`src/rtl/fal_consts.vh`:
```
// Constants for the fuse autoload controller.
`ifndef FAL_CONSTS_VH
`define FAL_CONSTS_VH
`define FAL_DATA_W      32
`define FAL_CODE_W      7
`define FAL_WORD_W      39
`define FAL_ADDR_W      5
`define FAL_NUM_WORDS   6'h20
`define FAL_LAST_ADDR   5'h1f
`define FAL_ROM_LAT     2'h2
`define FAL_WB_LAT      2'h1
`define FAL_RST_HOLD    4'h8
`define FAL_ST_PATTERN  32'ha5c3_0f96
`define FAL_ST_FLIP_BIT 6'h0b
`endif

```
`src/rtl/fal_single_correct_double_detect_code.v`:
```
// Single-error-correct, double-error-detect decoder for one fuse word.
`timescale 1ns/100ps
`default_nettype none
`include "fal_consts.vh"
module fal_single_correct_double_detect_code (
    // Coded word in.
    input  wire [`FAL_WORD_W-1:0] i_word,
    // Decoded result.
    output wire [`FAL_DATA_W-1:0] o_data,
    output wire                   o_single,
    output wire                   o_double
);
    // Hamming(38,32) with an overall parity bit at position 0.
    // Codeword positions 1..38; powers of two hold check bits.
    reg [38:0] code;
    reg [5:0]  syn;
    reg        ovr;
    reg [38:0] fixed;
    reg [31:0] dat;
    integer    p;
    integer    k;
    always @* begin
        code  = i_word;
        syn   = 6'h00;
        ovr   = ^code;
        for (p = 1; p < 39; p = p + 1) begin
            if (code[p]) begin
                syn = syn ^ p[5:0];
            end
        end
        fixed = code;
        if (syn != 6'h00 && ovr && syn < 6'd39) begin
            fixed[syn] = ~fixed[syn];
        end
        dat = 32'h0000_0000;
        k   = 0;
        for (p = 1; p < 39; p = p + 1) begin
            if ((p & (p - 1)) != 0) begin
                dat[k] = fixed[p];
                k = k + 1;
            end
        end
    end
    assign o_data   = dat;
    // A syndrome pointing past the word with odd overall parity means three or more flips.
    assign o_single = ovr && (syn < 6'd39);
    assign o_double = ((syn != 6'h00) && !ovr) || (ovr && (syn > 6'd38));
endmodule // fal_single_correct_double_detect_code
`default_nettype wire

```
`src/rtl/fal_loader.v`:
```
// Fuse autoload controller with coding self-test and reset control.
`timescale 1ns/100ps
`default_nettype none
`include "fal_consts.vh"
module fal_loader (
    // Clock and reset.
    input  wire                   i_ref_clk,
    input  wire                   i_sys_rst,
    // Fuse ROM read port.
    output reg  [`FAL_ADDR_W-1:0] o_rom_addr,
    output reg                    o_rom_rd,
    input  wire [`FAL_WORD_W-1:0] i_rom_word,
    // Destination configuration registers with read back.
    output reg  [`FAL_ADDR_W-1:0] o_cfg_addr,
    output reg  [`FAL_DATA_W-1:0] o_cfg_data,
    output reg                    o_cfg_we,
    input  wire [`FAL_DATA_W-1:0] i_cfg_rdata,
    // Status and reset control.
    output reg                    o_error_status_indication,
    output reg                    o_selftest_fail_flag,
    output reg                    o_ecc_corrected,
    output reg                    o_device_rst,
    output reg                    o_load_done
);
    localparam ST_TEST0 = 3'h0;
    localparam ST_TEST1 = 3'h1;
    localparam ST_READ  = 3'h2;
    localparam ST_WAIT  = 3'h3;
    localparam ST_WRITE = 3'h4;
    localparam ST_CHECK = 3'h5;
    localparam ST_HOLD  = 3'h6;
    localparam ST_DONE  = 3'h7;

    // Encoder used only for the self-test pattern.
    function [`FAL_WORD_W-1:0] fal_encode;
        input [`FAL_DATA_W-1:0] d;
        reg   [38:0] c;
        reg   [5:0]  s;
        integer      q;
        integer      j;
        begin
            c = 39'h0;
            j = 0;
            for (q = 1; q < 39; q = q + 1) begin
                if ((q & (q - 1)) != 0) begin
                    c[q] = d[j];
                    j = j + 1;
                end
            end
            s = 6'h00;
            for (q = 1; q < 39; q = q + 1) begin
                if (c[q]) begin
                    s = s ^ q[5:0];
                end
            end
            for (q = 0; q < 6; q = q + 1) begin
                c[1 << q] = s[q];
            end
            c[0] = ^c;
            fal_encode = c;
        end
    endfunction

    reg  [2:0]             state_reg;
    reg  [2:0]             state_next;
    reg  [`FAL_ADDR_W-1:0] addr_reg;
    reg  [1:0]             lat_reg;
    reg  [3:0]             hold_reg;
    reg                    st_fail_reg;
    reg  [`FAL_DATA_W-1:0] data_reg;
    reg  [`FAL_WORD_W-1:0] dec_in;
    wire [`FAL_DATA_W-1:0] dec_data;
    wire                   dec_single;
    wire                   dec_double;
    wire [`FAL_WORD_W-1:0] st_good;
    wire [`FAL_WORD_W-1:0] st_single;
    wire [`FAL_WORD_W-1:0] st_double;

    assign st_good   = fal_encode(`FAL_ST_PATTERN);
    assign st_single = st_good ^ ({{(`FAL_WORD_W-1){1'b0}}, 1'b1}
                       << `FAL_ST_FLIP_BIT);
    assign st_double = st_single ^ {{(`FAL_WORD_W-1){1'b0}}, 1'b1};

    // Outside self-test the decoder sees only the stored data word; addressing is unprotected.
    always @* begin
        case (state_reg)
            ST_TEST0: dec_in = st_single;
            ST_TEST1: dec_in = st_double;
            default:  dec_in = i_rom_word;
        endcase
    end

    // The decoder has no enable; it checks every word it is handed.
    fal_single_correct_double_detect_code u_dec (
        .i_word   (dec_in),
        .o_data   (dec_data),
        .o_single (dec_single),
        .o_double (dec_double)
    );

    // No control input reaches this machine besides reset.
    always @* begin
        state_next = state_reg;
        case (state_reg)
            ST_TEST0: begin
                if (dec_double || dec_data != `FAL_ST_PATTERN) begin
                    state_next = ST_HOLD;
                end else begin
                    state_next = ST_TEST1;
                end
            end
            ST_TEST1: begin
                if (!dec_double) begin
                    state_next = ST_HOLD;
                end else begin
                    state_next = ST_READ;
                end
            end
            ST_READ:  state_next = ST_WAIT;
            ST_WAIT: begin
                if (lat_reg == `FAL_ROM_LAT) begin
                    if (dec_double) begin
                        state_next = ST_HOLD;
                    end else begin
                        state_next = ST_WRITE;
                    end
                end
            end
            ST_WRITE: state_next = ST_CHECK;
            ST_CHECK: begin
                // Compare only once the write has landed in its register.
                if (lat_reg != `FAL_WB_LAT) begin
                    state_next = ST_CHECK;
                end else if (i_cfg_rdata != data_reg) begin
                    state_next = ST_HOLD;
                end else if (addr_reg == `FAL_LAST_ADDR) begin
                    state_next = ST_DONE;
                end else begin
                    state_next = ST_READ;
                end
            end
            ST_HOLD: begin
                if (hold_reg == `FAL_RST_HOLD) begin
                    state_next = ST_TEST0;
                end
            end
            default:  state_next = ST_DONE;
        endcase
    end

    always @(posedge i_ref_clk) begin
        if (i_sys_rst) begin
            state_reg                 <= ST_TEST0;
            addr_reg                  <= 5'h00;
            lat_reg                   <= 2'h0;
            hold_reg                  <= 4'h0;
            st_fail_reg               <= 1'b0;
            data_reg                  <= 32'h0000_0000;
            o_rom_addr                <= 5'h00;
            o_rom_rd                  <= 1'b0;
            o_cfg_addr                <= 5'h00;
            o_cfg_data                <= 32'h0000_0000;
            o_cfg_we                  <= 1'b0;
            o_error_status_indication <= 1'b0;
            o_selftest_fail_flag      <= 1'b0;
            o_ecc_corrected           <= 1'b0;
            o_device_rst              <= 1'b1;
            o_load_done               <= 1'b0;
        end else begin
            state_reg <= state_next;
            o_rom_rd  <= 1'b0;
            o_cfg_we  <= 1'b0;
            if (state_reg == ST_HOLD) begin
                hold_reg <= hold_reg + 4'h1;
            end else begin
                hold_reg <= 4'h0;
            end
            if (state_reg == ST_WAIT || state_reg == ST_CHECK) begin
                lat_reg <= lat_reg + 2'h1;
            end else begin
                lat_reg <= 2'h0;
            end
            if (state_reg == ST_TEST0 && state_next == ST_HOLD) begin
                st_fail_reg <= 1'b1;
            end
            if (state_reg == ST_TEST1 && state_next == ST_HOLD) begin
                st_fail_reg <= 1'b1;
            end
            if (state_reg == ST_TEST1 && state_next == ST_READ) begin
                st_fail_reg <= 1'b0;
                addr_reg    <= 5'h00;
            end
            // Flag mirrors the latest self-test outcome.
            o_selftest_fail_flag <= st_fail_reg;
            if (state_reg == ST_READ) begin
                o_rom_addr <= addr_reg;
                o_rom_rd   <= 1'b1;
            end
            if (state_reg == ST_WAIT && lat_reg == `FAL_ROM_LAT) begin
                data_reg <= dec_data;
                if (dec_single) begin
                    o_ecc_corrected <= 1'b1;
                end
            end
            if (state_reg == ST_WRITE) begin
                o_cfg_addr <= addr_reg;
                o_cfg_data <= data_reg;
                o_cfg_we   <= 1'b1;
            end
            if (state_reg == ST_CHECK && state_next == ST_READ) begin
                addr_reg <= addr_reg + 5'h01;
            end
            // Sticky until a clean load completes.
            if (state_next == ST_HOLD) begin
                o_error_status_indication <= 1'b1;
            end else if (state_next == ST_DONE) begin
                o_error_status_indication <= o_ecc_corrected;
            end
            o_device_rst <= (state_next != ST_DONE);
            o_load_done  <= (state_next == ST_DONE);
            if (state_reg == ST_HOLD && state_next == ST_TEST0) begin
                o_ecc_corrected <= 1'b0;
            end
        end
    end
endmodule // fal_loader
`default_nettype wire

```
`config.mk`:
```
export PLATFORM = sky130hd
export DESIGN_NAME = fal_loader
export DESIGN_NICKNAME = d
export VERILOG_FILES = /design/src/rtl/fal_single_correct_double_detect_code.v /design/src/rtl/fal_loader.v
export VERILOG_INCLUDE_DIRS = /design/src /design/src/rtl
export SDC_FILE = /design/constraint.sdc
export NUM_CORES = 1
export LEC_CHECK = 0
export BUFFER_PORTS_ARGS = -buffer_cell sky130_fd_sc_hd__buf_4
export CORE_ASPECT_RATIO = 0.75
export CORE_MARGIN = 5
export CORE_UTILIZATION = 35
export CTS_CLUSTER_SIZE = 28
export DETAILED_ROUTE_END_ITERATION = 10
export GPL_TIMING_DRIVEN = 0
export PLACE_DENSITY = 0.55
export SLEW_MARGIN = 0
export SYNTH_ARGS = -nofsm -noshare
export SYNTH_HDL_FRONTEND = slang
export SYNTH_SLANG_ARGS = --single-unit
```
`constraint.sdc`:
```
create_clock -name i_ref_clk -period 6.19 [get_ports i_ref_clk]
set_input_delay 0.619 -clock i_ref_clk [delete_from_list [all_inputs] [get_ports i_ref_clk]]
set_output_delay 0.619 -clock i_ref_clk [all_outputs]
set_load 0.005 [all_outputs]
```
# Word-level counts from Yosys, hierarchy flattened

Cells that the tools add are included.

Equality and inequality tests: 16
Add/sub/neg operators: 3
Reduce and logical (&&, ||, !) cells: 28
$lt $le $gt $ge: 4
Bitwise logic cells: 40
Mux-type cells: 62

Operator list:

| kind                                                                                | count |
|---|---|
| 5-bit 2-to-1 mux                                                                    | 18 |
| 39-bit case mux with 2 select lines                                                 | 1 |
| 6-bit 2-to-1 mux                                                                    | 7 |
| 39-bit bitwise mux                                                                  | 1 |
| 39-bit 2-to-1 mux                                                                   | 1 |
| 3-bit NOT                                                                           | 13 |
| 39-bit parity                                                                       | 1 |
| 3-bit 2-to-1 mux                                                                    | 11 |
| 4-bit 2-to-1 mux                                                                    | 8 |
| 32-bit != test                                                                      | 1 |
| 32-bit != test, second input constant                                               | 1 |
| 2-bit NOT                                                                           | 13 |
| 3-bit case mux with 7 select lines                                                  | 1 |
| 4-bit NOT                                                                           | 5 |
| 3-bit equality test, second input constant                                          | 5 |
| 1-bit logical AND                                                                   | 12 |
| 3-bit by 2-bit equality test with 1-bit output, second input constant               | 3 |
| 1-bit 2-to-1 mux                                                                    | 9 |
| 2-bit OR reduction                                                                  | 4 |
| 6-bit by 7-bit < comparator with 1-bit output, second input constant                | 1 |
| 1-bit binary-select mux with 6-bit select                                           | 1 |
| 1-bit demux with 6-bit select                                                       | 1 |
| 6-bit by 1-bit greater-or-equal comparator with 1-bit output, second input constant | 1 |
| 6-bit greater-than comparator, second input constant                                | 1 |
| 20 further kinds                                                                    | 33 |

Output and inout port bits: 49
Bits in registers: 96
Input port bits: 73
Logic and storage cells: 169

# Logic depth before layout (Yosys ltp)

Gate-level depths: netlist (run 1).

Depth after elaboration: 86
Gate-level depth with buffers: 12
Gate-level depth less buffers: 11

# Cells and area by module

From an unflattened synthesis (run 1), not the netlist that was laid out.

Cells, all modules: 754
Area total of the unflattened synthesis: 5960.7 sq um

By module, submodules not included:

| module                                | sequential area each (sq um) | instances | area each (sq um) | cells each |
|---|---|---|---|---|
| fal_loader                            | 1921.8                       | 1         | 4289.1            | 538 |
| fal_single_correct_double_detect_code | 0.0                          | 1         | 1671.6            | 216 |

# Least setup slack after synthesis (run 1)

No wires, ideal clock.

Path type: input-to-reg
Start: input i_rom_word[1]
End: register addr_reg[0]
Stages: 10
Path slack: 2.844 ns
Path buffers: 0
Data required time: 6.120 ns
Data arrival time: 3.276 ns
Cells stage by stage: xnor2_1 xor2_1 xor3_2 xnor2_4 nor2_4 nor4_4 or3_4 a31oi_4 or4_1 a21oi_1

Longest elaborated chain between the ends: 70

RTL lines:

| what                                                          | RTL line                                   | RTL |
|---|---|---|
| from (decl)                                                   | fal_loader.v:12                            | `` input wire [`FAL_WORD_W-1:0] i_rom_word, `` |
| 39-bit case mux with 2 select lines *                         | fal_loader.v:86                            | `case (state_reg)` |
| 1-bit 2-to-1 mux                                              | fal_single_correct_double_detect_code.v:27 | `if (code[p]) begin` |
| 2-bit 2-to-1 mux                                              | fal_single_correct_double_detect_code.v:27 |  |
| 2-bit NOT (no source line)                                    | --                                         |  |
| 2-bit 2-to-1 mux                                              | fal_single_correct_double_detect_code.v:27 |  |
| 3-bit 2-to-1 mux                                              | fal_single_correct_double_detect_code.v:27 |  |
| 2-bit NOT (no source line)                                    | --                                         |  |
| 3-bit 2-to-1 mux (2 in a row)                                 | fal_single_correct_double_detect_code.v:27 |  |
| [... 53 more ...]                                             | --                                         |  |
| 39-bit 2-to-1 mux                                             | fal_single_correct_double_detect_code.v:32 | `if (syn != 6'h00 && ovr && syn < 6'd39) begin` |
| 32-bit != test (no source line)                               | --                                         |  |
| 1-bit logical OR (no source line)                             | --                                         |  |
| 3-bit 2-to-1 mux                                              | fal_loader.v:106                           | `` if (dec_double \|\| dec_data != `FAL_ST_PATTERN) begin `` |
| 3-bit case mux with 7 select lines *                          | fal_loader.v:104                           | `case (state_reg)` |
| 3-bit by 2-bit equality test with 1-bit output *              | fal_loader.v:189, fal_loader.v:210         |  |
| 1-bit logical AND (on tied branches)                          | fal_loader.v:210, fal_loader.v:189         |  |
| 5-bit 2-to-1 mux / 2-bit nonzero test (equally long branches) | --                                         |  |
| to (signal assigned)                                          | fal_loader.v:211                           | `addr_reg <= addr_reg + 5'h01;` |
| to (decl)                                                     | fal_loader.v:66                            | `` reg [`FAL_ADDR_W-1:0] addr_reg; `` |

Every way passes the cells marked *; elsewhere a longest branch is shown, timed or not. The select of a mux whose other input is x is not followed.
A chain may end at the register's enable or synchronous reset.

# Worst setup path after layout (run 1)

Start: input i_rom_word[14]
End: register data_reg[5]

Longest elaborated chain between the ends: 44

RTL lines:

| what                                                                                                                                                       | RTL line                                   | RTL |
|---|---|---|
| 39-bit case mux with 2 select lines *                                                                                                                      | fal_loader.v:86                            |  |
| 4-bit 2-to-1 mux                                                                                                                                           | fal_single_correct_double_detect_code.v:27 |  |
| 4-bit NOT (no source line)                                                                                                                                 | --                                         |  |
| 4-bit 2-to-1 mux                                                                                                                                           | fal_single_correct_double_detect_code.v:27 |  |
| 5-bit 2-to-1 mux (2 in a row)                                                                                                                              | fal_single_correct_double_detect_code.v:27 |  |
| 5-bit 2-to-1 mux / 2-bit NOT (equally long branches)                                                                                                       | --                                         |  |
| 5-bit 2-to-1 mux                                                                                                                                           | fal_single_correct_double_detect_code.v:27 |  |
| 2-bit NOT (no source line) / 3-bit NOT (equally long branches)                                                                                             | --                                         |  |
| [... 27 more ...]                                                                                                                                          | --                                         |  |
| 3-bit NOT (no source line)                                                                                                                                 | --                                         |  |
| 6-bit 2-to-1 mux                                                                                                                                           | fal_single_correct_double_detect_code.v:27 |  |
| 6-bit by 7-bit < comparator with 1-bit output (implied by the code) / 6-bit by 1-bit greater-or-equal comparator with 1-bit output (equally long branches) | fal_single_correct_double_detect_code.v:33 | `fixed[syn] = ~fixed[syn];` |
| 1-bit logical AND (implied by the code)                                                                                                                    | fal_single_correct_double_detect_code.v:33 |  |
| 1-bit 2-to-1 mux (implied by the code)                                                                                                                     | fal_single_correct_double_detect_code.v:33 |  |
| 1-bit demux with 6-bit select                                                                                                                              | --                                         |  |
| 39-bit bitwise mux                                                                                                                                         | fal_single_correct_double_detect_code.v:33 |  |
| 39-bit 2-to-1 mux *                                                                                                                                        | fal_single_correct_double_detect_code.v:32 |  |
| to (signal assigned)                                                                                                                                       | fal_loader.v:200                           | `data_reg <= dec_data;` |
| to (decl)                                                                                                                                                  | fal_loader.v:70                            | `` reg [`FAL_DATA_W-1:0] data_reg; `` |

Marks and branches as above.

==> results of run 1 <==
worst max-delay path: cells and delay by family:
family | cells | cell delay (ns)
XOR/XNOR | 4 | 1.25
buffers and inverters | 3 | 0.91
AO/OA/AOI/OAI | 2 | 0.34
AND/OR/NAND/NOR | 4 | 1.35
how the worst min path moves through the flow:
stage	endpoint	slack (ns)
after global placement	lat_reg[0]	0.43
after detailed placement	lat_reg[0]	0.44
final	o_cfg_data[23]	0.46
after global routing	o_cfg_data[21]	0.48
after CTS	lat_reg[0]	0.46
after floorplan	lat_reg[0]	0.42
layout by cell type, fill, tap and decap left out, types with 8 or more instances in the layout:
cell / instances
a211oi_1: 18
a21oi_1: 67
and3_1: 8
buf_4: 124
clkbuf_1: 28
clkbuf_16: 9
dfxtp_1: 96
inv_1: 16
mux2i_1: 10
nand2_1: 120
nand3_1: 14
nand4_1: 12
nor2_1: 58
nor3_1: 14
nor4_1: 11
o21ai_0: 22
or3_1: 8
xnor2_1: 46
xor2_1: 42
routing by layer:
| metal | wire [um] | vias up | part of all wire | track usage |
|---|---|---|---|---|
| li1 | - | 2847 | - | - |
| met3 | 1625 | 16 | 0.078 | 0.04399 |
| met1 | 10050 | 2801 | 0.49 | 0.3082 |
| met4 | 143 | 0 | 0.0069 | 0.03250 |
| met5 | 0 | - | 0 | 0 |
| met2 | 8895 | 220 | 0.43 | 0.3093 |
power by group through the flow:
stage / clock network, W / logic, W / registers, W
finish: 0.000566 / 0.000888 / 0.000621
CTS: 0.000575 / 0.000869 / 0.000621
floorplan: 0 / 0.000627 / 0.000635
global placement: 0 / 0.000871 / 0.000635
detailed placement: 0 / 0.000863 / 0.000635
global route: 0.000605 / 0.000954 / 0.000621
layout make-up:
cell class,count,area (um^2),share of cell area
plain buffers,37,172.7,0.02309
clock buffers,12,246.5,0.03297
clock inverters,4,53.80,0.007195
inverters,16,60.06,0.008032
multi-input cells,577,3845,0.5142
flip-flops and latches,96,1922,0.2570
well taps,215,269.0,0.03598
repair buffers,121,908.4,0.1215
through the flow:
stage                     cell area, um^2  hold WS (ns)  worst slack, ns  utilization
after detailed placement             7172        0.4408            1.846       0.4262
after CTS                            7472        0.4551            2.185       0.4441
final                                7477        0.4554            1.941       0.4444
after floorplan                      5995        0.4173            2.844            -
after global placement               7172        0.4347            1.804       0.4262
after global routing                 7477        0.4791            1.615       0.4444
logic make-up (layout without fill, tap and decap cells):
kind of cell / count (synthesis) / count (layout) / synth area share
and+or+nand+nor: 277 / 277 / 0.2192
AOI/OAI and AO/OA: 180 / 180 / 0.2104
xor gates and xnor gates: 103 / 103 / 0.1801
DFF: 96 / 96 / 0.3206
buffers and inverters: 53 / 190 / 0.03882
muxes: 10 / 10 / 0.01670
adders and majority gates: 7 / 7 / 0.01419
==> flow_summary.json, run 1 <==
{
  "endpoint_kind": "flop",
  "slew_violations": 0,
  "yosys_warnings": 0,
  "hold_violations": 0,
  "clkSlewWorstSetupHoldPaths_ns": 0.07,
  "cts_buffer_depth": 2,
  "yosysMostFrequentCell": "nand2_1",
  "initialDrtViolationCount": 582,
  "irDropWorstVdd_mv": 0.1304,
  "synthCells": 726,
  "grt_max_degree": 16,
  "cp_max_fo": 10,
  "reg2regPathDepth": 12,
  "rsz0062_at_grt": "false",
  "clock-root-buffer": "clkbuf_16",
  "powerDensity_mw_per_mm2": 277.5,
  "gp_congestion": 0.9247,
  "tritoncts": "done",
  "routed_wl_um": 20720,
  "vias": 5884,
  "p_clk_frac": 0.273,
  "cp.arrival_ns": 4.46,
  "period_needed_ns": 4.249,
  "critPathMostFrequentCell": "xnor2_1",
  "cts_setup_buffers": 0,
  "dieWidth_um": 161.1,
  "min_from": "o_cfg_data[23]",
  "grt_pass1_wl_um": 31840,
  "crit_path_start_kind": "input port",
  "synthesis.area_mm2": 0.005994,
  "port_buffers": 121,
  "die-height_um": 123.3,
  "cts-resized-gates": 0,
  "row_count": 41,
  "avgSynthCellArea_um2": 8.257,
  "netSwitchingPower_w": 0.0008142,
  "start_util": 0.3563,
  "cts_buffers": 9,
  "r2r_slack_ns": 2.24,
  "r2r-end": "data_reg[5]",
  "cp-endpoint": "data_reg[5]",
  "total_power_w": 0.002075,
  "maxCapViolations": 0,
  "postCtsHoldBufs": 0,
  "combPwrFrac": 0.428,
  "fin_worst_skew_ns": 0.007849,
  "startpoint": "i_rom_word[14]",
  "die_area_mm2": 0.01987,
  "fmax_mhz": 235.4,
  "synth.area.top_cells": "dfxtp_1 32%, nand2_1 7.5%, xnor2_1 6.7%, xor2_1 6.1%, a21oi_1 5.6%",
  "synth_common_cells": "120 x nand2_1, 96 x dfxtp_1, 67 x a21oi_1",
  "wl_per_cell_um": 19.22,
  "path_class": "input port to flop",
  "crit_slowest_cell": "nor4_1",
  "ys_async_sr_fraction": 0,
  "p_seq_frac": 0.299,
  "track_usage": 0.2057,
  "syn2layout_area_growth_pct": 24.73,
  "coreArea_mm2": 0.01683,
  "grt_antenna_before_repair": 0,
  "yosys.area.top_type": "dfxtp_1",
  "intPower_w": 0.001261,
  "fin_nets": 937,
  "io_pins": 122,
  "cts_max_level": 3,
  "cp_cell_sequence": "buf_4 -> xnor2_1 -> xnor2_1 -> xnor2_1 -> nor3b_1 -> nor2_1 -> clkbuf_1 -> xor2_1 -> nor4_1 -> buf_2 -> nand2_1 -> a32oi_1 -> o31ai_1",
  "min_path_cells": 2,
  "p_leak_nw": 2.845,
  "synth_ff_type": "dfxtp_1",
  "drt_pass1_iterations": 5,
  "crit_path_max_incr_delay_ns": 0.85,
  "fill_cells": 1738,
  "cts_sinks": 96,
  "ys_types": 79,
  "via_per_inst": 5.458,
  "finalSetupViolCount": 0,
  "synth-edff-count": 0,
  "ant_nets": 0,
  "dp.final_hpwl_um": 16490,
  "synth_top_area_frac": 0.3206,
  "grt_pass1_vias": 5520,
  "period_share": 0.6864,
  "r2r-start": "state_reg[2]",
  "ys_ff_latch": 96,
  "switching_share": 0.3924,
  "insertedDiodeCount": 0,
  "globalRouteOverflowTotal": 0,
  "insertion_delay_ns": 0.34,
  "max_slew_margin": 0.08768,
  "worst_pin_slew_ns": 1.358,
  "ys_seq_area_frac": 0.3206,
  "status": "complete, no violations",
  "layout.cells.non_filler": 1078,
  "crit_required_ns": 6.40,
  "drc": 0,
  "post-place-cells": 1062,
  "hold_class": "flop to flop",
  "synth_nets": 805,
  "fin_setup_tns_ns": 0,
  "drive_gt1_frac": 0.2109
}
(Power assumes the default switching activity.)
==> run 2, diff against run 1 <==
ABC_AREA = 1   (was default)
clock period = 4.45 ns   (was 6.19 ns; I/O delays follow)
==> run 2 against run 1 <==
Effect of this change:
- combinational power rose to 6.2 times the previous value
- register-to-register slack lost 1.9 ns
- sequential share of layout area decreased by 1.9 points
- clock power rose by 33%
- non-clock buffer count is 7 higher
- first-iteration DRC count decreased by 5.7%
- highest routed layer unchanged
==> flow_summary.json, run 2 <==
{
  "cp.arrival_ns": 4.31,
  "critPathMostFrequentCell": "nand2_1",
  "final_common_cell": "nand2_1",
  "hold_class": "flop to flop",
  "initialDrtViolationCount": 549,
  "cp_cell_sequence": "nor2_2 -> nand2_4 -> nand2_2 -> inv_2 -> buf_4 -> nand2_1 -> xnor2_1 -> xor2_1 -> xor2_1 -> xnor2_1 -> nand2_2 -> nor2_1 -> o21ai_2 -> nor2_2 -> buf_6 -> nand2_1 -> o21ai_0 -> nand3_1 -> nand2_1 -> inv_1",
  "die_area_mm2": 0.02157,
  "path_class": "flop to flop",
  "yosys_warnings": 0,
  "powerDensity_mw_per_mm2": 887.5,
  "ys_ff_latch": 96,
  "ant_nets": 0,
  "dieWidth_um": 167.9,
  "irDropWorstVdd_mv": 0.6447,
  "clkSlewWorstSetupHoldPaths_ns": 0.07,
  "ys_seq_area_frac": 0.2936,
  "setup_slack_ns": 0.3872,
  "cts_sinks": 96,
  "seq_area_mm2": 0.001922,
  "dpl_cell_area_mm2": 0.007764,
  "via_per_inst": 4.907,
  "pre_cts_ws_ns": 0.3392,
  "worst_hold_slack_ns": 0.4215,
  "ys_async_sr_fraction": 0,
  "fin_worst_skew_ns": 0.008227,
  "coreArea_mm2": 0.01845,
  "io_pins": 122,
  "grt_max_degree": 18,
  "avgSynthCellArea_um2": 6.199,
  "synth_top_area_frac": 0.2936,
  "syn2layout_area_growth_pct": 23.43,
  "wl_per_cell_um": 15.39,
  "fmax_mhz": 246.1,
  "gp_congestion": 0.9208,
  "port_buffers": 121,
  "hold_violations": 0,
  "p_leak_nw": 3.741,
  "cts_buffer_depth": 2,
  "crit_required_ns": 4.69,
  "cts_buffers": 9,
  "drt_pass1_iterations": 5,
  "finalSetupViolCount": 0,
  "tritoncts": "done",
  "track_usage": 0.2020,
  "design_area_mm2": 0.008080,
  "routed_wl_um": 22190,
  "fill_cells": 2003,
  "maxCapViolations": 0,
  "synth_nets": 1135,
  "cts_max_level": 3,
  "row_count": 43,
  "synth.area.top_cells": "dfxtp_1 29%, nand2_1 16%, inv_1 7.7%, nand3_1 7.0%, o21ai_0 6.5%",
  "synth_ff_type": "dfxtp_1",
  "fin_nets": 1269,
  "yosys.area.top_type": "dfxtp_1",
  "crit_slowest_cell": "xnor2_1",
  "die-height_um": 128.4,
  "worst_pin_slew_ns": 0.5998,
  "status": "complete, no violations",
  "vias": 7076,
  "final_cell_mix": "272 x nand2_1, 134 x inv_1, 124 x buf_4",
  "dp.final_hpwl_um": 18040,
  "yosysMostFrequentCell": "nand2_1",
  "grt_antenna_before_repair": 0,
  "crit_path_start_kind": "flop",
  "synthCells": 1056,
  "ys_types": 37,
  "grt_pass1_wl_um": 34810,
  "crit_family": "simple AND/OR/NAND/NOR gates",
  "period_share": 0.9130,
  "drc": 0,
  "multi_input_area_mm2": 0.003890,
  "crit_path_max_incr_delay_ns": 0.48,
  "cp_max_fo": 10,
  "endpoint_kind": "flop",
  "insertion_delay_ns": 0.35,
  "max_slew_margin": 0.6002,
  "crit_buf_inv": 4,
  "start_util": 0.3547,
  "synth-edff-count": 0,
  "drive_gt1_frac": 0.1623,
  "clock-root-buffer": "clkbuf_16",
  "postCtsHoldBufs": 0,
  "fin_setup_tns_ns": 0,
  "rsz0062_at_grt": "false",
  "synth_common_cells": "272 x nand2_1, 134 x inv_1, 105 x nor2_1",
  "synthesis.area_mm2": 0.006546,
  "slew_violations": 0,
  "globalRouteOverflowTotal": 0,
  "period_needed_ns": 4.063,
  "grt_pass1_vias": 6502,
  "insertedDiodeCount": 0
}
==> run 2: layout make-up <==
| class | count | area share |
|---|---|---|
| Tap cell | 247 | 0.03825 |
| Clock buffer | 10 | 0.02834 |
| Buffer | 42 | 0.02710 |
| Multi-Input combinational cell | 775 | 0.4814 |
| Clock inverter | 6 | 0.006349 |
| Inverter | 143 | 0.06643 |
| Sequential cell | 96 | 0.2378 |
| Timing Repair Buffer | 123 | 0.1143 |
==> run 2: power breakdown <==
part	total, W	internal [W]	switching (W)
clock network	0.000750	0.000390	0.000360
logic	0.00552	0.00160	0.00391
registers	0.000905	0.000885	0.0000203
total	0.00717	0.00288	0.00429
==> run 2: worst paths after layout <==
check                     from                   end  slack (ns)  depth (start not counted)
hold reg to reg    st_fail_reg  o_selftest_fail_flag        0.42                          2
setup reg to reg  state_reg[0]           data_reg[2]        0.39                         20
setup / recovery  state_reg[0]           data_reg[2]        0.39                         20
hold / removal     st_fail_reg  o_selftest_fail_flag        0.42                          2
==> run 2: worst register-to-register path, stage by stage (launching register included) <==
cell and delay, ns:
dfxtp_1 0.44, nor2_2 0.08, nand2_4 0.14, nand2_2 0.10, inv_2 0.19, buf_4 0.23
nand2_1 0.17, xnor2_1 0.23, xor2_1 0.19, xor2_1 0.13, xnor2_1 0.48, nand2_2 0.21
nor2_1 0.21, o21ai_2 0.11, nor2_2 0.20, buf_6 0.19, nand2_1 0.17, o21ai_0 0.24
nand3_1 0.13, nand2_1 0.08, inv_1 0.03
==> run 2: cells by family (layout without fill, tap and decap cells) <==
logic type,Yosys count,after routing,share of synthesized area
AND/OR/NAND/NOR,523,523,0.3423
AO/OA/AOI/OAI,186,186,0.1479
buffers and inverters,185,324,0.1147
flip-flops,96,96,0.2936
XOR/XNOR,60,60,0.09002
adder cells (fa/ha/maj),6,6,0.01147
==> run 2: layer usage <==
layer,part of all wire,up-vias,track usage
met5,0,-,0
met3,0.072,17,0.03808
met1,0.50,3210,0.3025
met2,0.42,205,0.3036
met4,0.010,0,0.03865
li1,-,3644,-
==> run 2: repair_timing <==
| item | in CTS | in global routing |
|---|---|---|
| gates resized for setup | 0 | 5 |
| setup endpoints to repair | 0 | 22 |
| buffers inserted | 0 | 2 |
==> run 2: stage by stage <==
step	util	total power, W	cells
6_report	0.4379	0.007172	1442
5_1_grt	0.4379	0.007831	1442
4_1_cts	0.4359	0.007023	1440
3_5_place_dp	0.4207	0.006255	1424
3_3_place_gp	0.4207	0.006242	1424
2_1_floorplan	-	0.004906	1056
==> run 3, diff against run 2 <==
HOLD_SLACK_MARGIN = 0.1   (was default)
clock period = 5.27 ns   (was 4.45 ns; I/O delays follow)
==> run 3 against run 2 <==
Effect of this change:
- register-to-register slack improved by 0.61 ns
- non-clock buffer count fell by 2
- cell count fell by 0.14%
- critical endpoint is now data_reg[15]
- largest cell class unchanged
==> flow_summary.json, run 3 (synthesized netlist as in run 2, its figures left out) <==
{
  "start_util": 0.3547,
  "cp_max_fo": 10,
  "path_class": "flop to flop",
  "coreArea_mm2": 0.01845,
  "powerDensity_mw_per_mm2": 747.4,
  "crit_slowest_cell": "o21ai_1",
  "drc": 0,
  "worst_hold_slack_ns": 0.4221,
  "hold_class": "flop to flop",
  "crit_buf_inv": 4,
  "cts_max_level": 3,
  "critPathMostFrequentCell": "nand2_1",
  "layout.cells.non_filler": 1440,
  "clkSlewWorstSetupHoldPaths_ns": 0.07,
  "via_per_inst": 4.933,
  "cts_buffers": 9,
  "crit_path_start_kind": "flop",
  "status": "complete, no violations",
  "grt_max_degree": 18,
  "cts-resized-gates": 0,
  "postCtsHoldBufs": 0,
  "cp.arrival_ns": 4.49,
  "grt_pass1_wl_um": 34810,
  "period_share": 0.8105,
  "final_common_cell": "nand2_1",
  "fin_util": 0.4359,
  "final_cell_mix": "272 x nand2_1, 134 x inv_1, 122 x buf_4",
  "fmax_mhz": 234.1,
  "slew_violations": 0,
  "dpl_cell_area_mm2": 0.007764,
  "finalSetupViolCount": 0,
  "gp_congestion": 0.9208,
  "design_area_mm2": 0.008044,
  "crit_family": "simple AND/OR/NAND/NOR gates",
  "fill_cells": 2004,
  "insertion_delay_ns": 0.35,
  "cts_sinks": 96,
  "max_slew_margin": 0.6008,
  "dieWidth_um": 167.9,
  "globalRouteOverflowTotal": 0,
  "worst_pin_slew_ns": 0.5988,
  "fin_nets": 1267,
  "fin_worst_skew_ns": 0.006056,
  "p_leak_nw": 3.725,
  "drt_pass1_iterations": 5,
  "path_depth": 25,
  "io_pins": 122,
  "die-height_um": 128.4,
  "track_usage": 0.2020,
  "reg2regPathDepth": 25,
  "post-place-cells": 1424,
  "grt_antenna_before_repair": 0,
  "grt_pass1_vias": 6502,
  "vias": 7104,
  "routed_wl_um": 22220,
  "maxCapViolations": 0,
  "min_path_cells": 2,
  "rsz0062_at_grt": "false",
  "die_area_mm2": 0.02157,
  "fin_setup_tns_ns": 0,
  "insertedDiodeCount": 0,
  "port_buffers": 121,
  "dp.final_hpwl_um": 18040,
  "syn2layout_area_growth_pct": 22.88,
  "drive_gt1_frac": 0.1593,
  "row_count": 43,
  "irDropWorstVdd_mv": 0.5438,
  "tritoncts": "done",
  "wl_per_cell_um": 15.43,
  "cts_setup_buffers": 0,
  "period_needed_ns": 4.271,
  "crit_path_max_incr_delay_ns": 0.47,
  "crit_required_ns": 5.49,
  "cts_buffer_depth": 2,
  "initialDrtViolationCount": 586,
  "ant_nets": 0,
  "clock-root-buffer": "clkbuf_16",
  "hold_violations": 0,
  "endpoint_kind": "flop"
}
## run 3: where the power goes
group | total, W | internal (W) | switching (W) | leakage, nW
Sequential | 0.000764 | 0.000747 | 0.0000171 | 0.774
Clock | 0.000632 | 0.000329 | 0.000303 | 0.140
Combinational | 0.00462 | 0.00132 | 0.00330 | 2.81
Total | 0.00601 | 0.00239 | 0.00362 | 3.72
## run 3: path summary, 6_finish.rpt
path,start,endpoint,slack [ns]
max,state_reg[0],data_reg[15],1.0
min,st_fail_reg,o_selftest_fail_flag,0.42
min reg2reg,st_fail_reg,o_selftest_fail_flag,0.42
max reg2reg,state_reg[0],data_reg[15],1.0
## run 3: worst reg2reg max path, delay by kind of cell, from the launching register on
family,cells,cell delay [ns]
simple gates,19,2.35
compound gates,2,0.55
buf+inv,4,0.81
flops,1,0.44
## run 3: per-stage QoR
step                total power, W  setup slack [ns]
floorplan                 0.004143             2.222
global placement          0.005271             1.200
detailed placement        0.005282             1.159
CTS                       0.005930             1.112
global route              0.006557            0.6240
finish                    0.006012            0.9987
## run 3: layer usage
layer  wire length, um  track usage  vias to the layer above
met4               227      0.03865                        0
met1             11270       0.3025                     3245
met3              1383      0.03808                       19
met2              9331       0.3036                      202
li1                  -            -                     3638
met5                 0            0                        -
## run 3: layout make-up
type | count | area [um^2] | share of cell area
multi-input combinational | 775 | 3874 | 0.4816
sequential | 96 | 1922 | 0.2389
timing repair buffer | 121 | 908.4 | 0.1129
inverter | 143 | 536.8 | 0.06673
tap | 247 | 309.0 | 0.03842
clock buffer | 10 | 229.0 | 0.02846
buffer | 42 | 214.0 | 0.02660
clock inverter | 6 | 51.30 | 0.006377
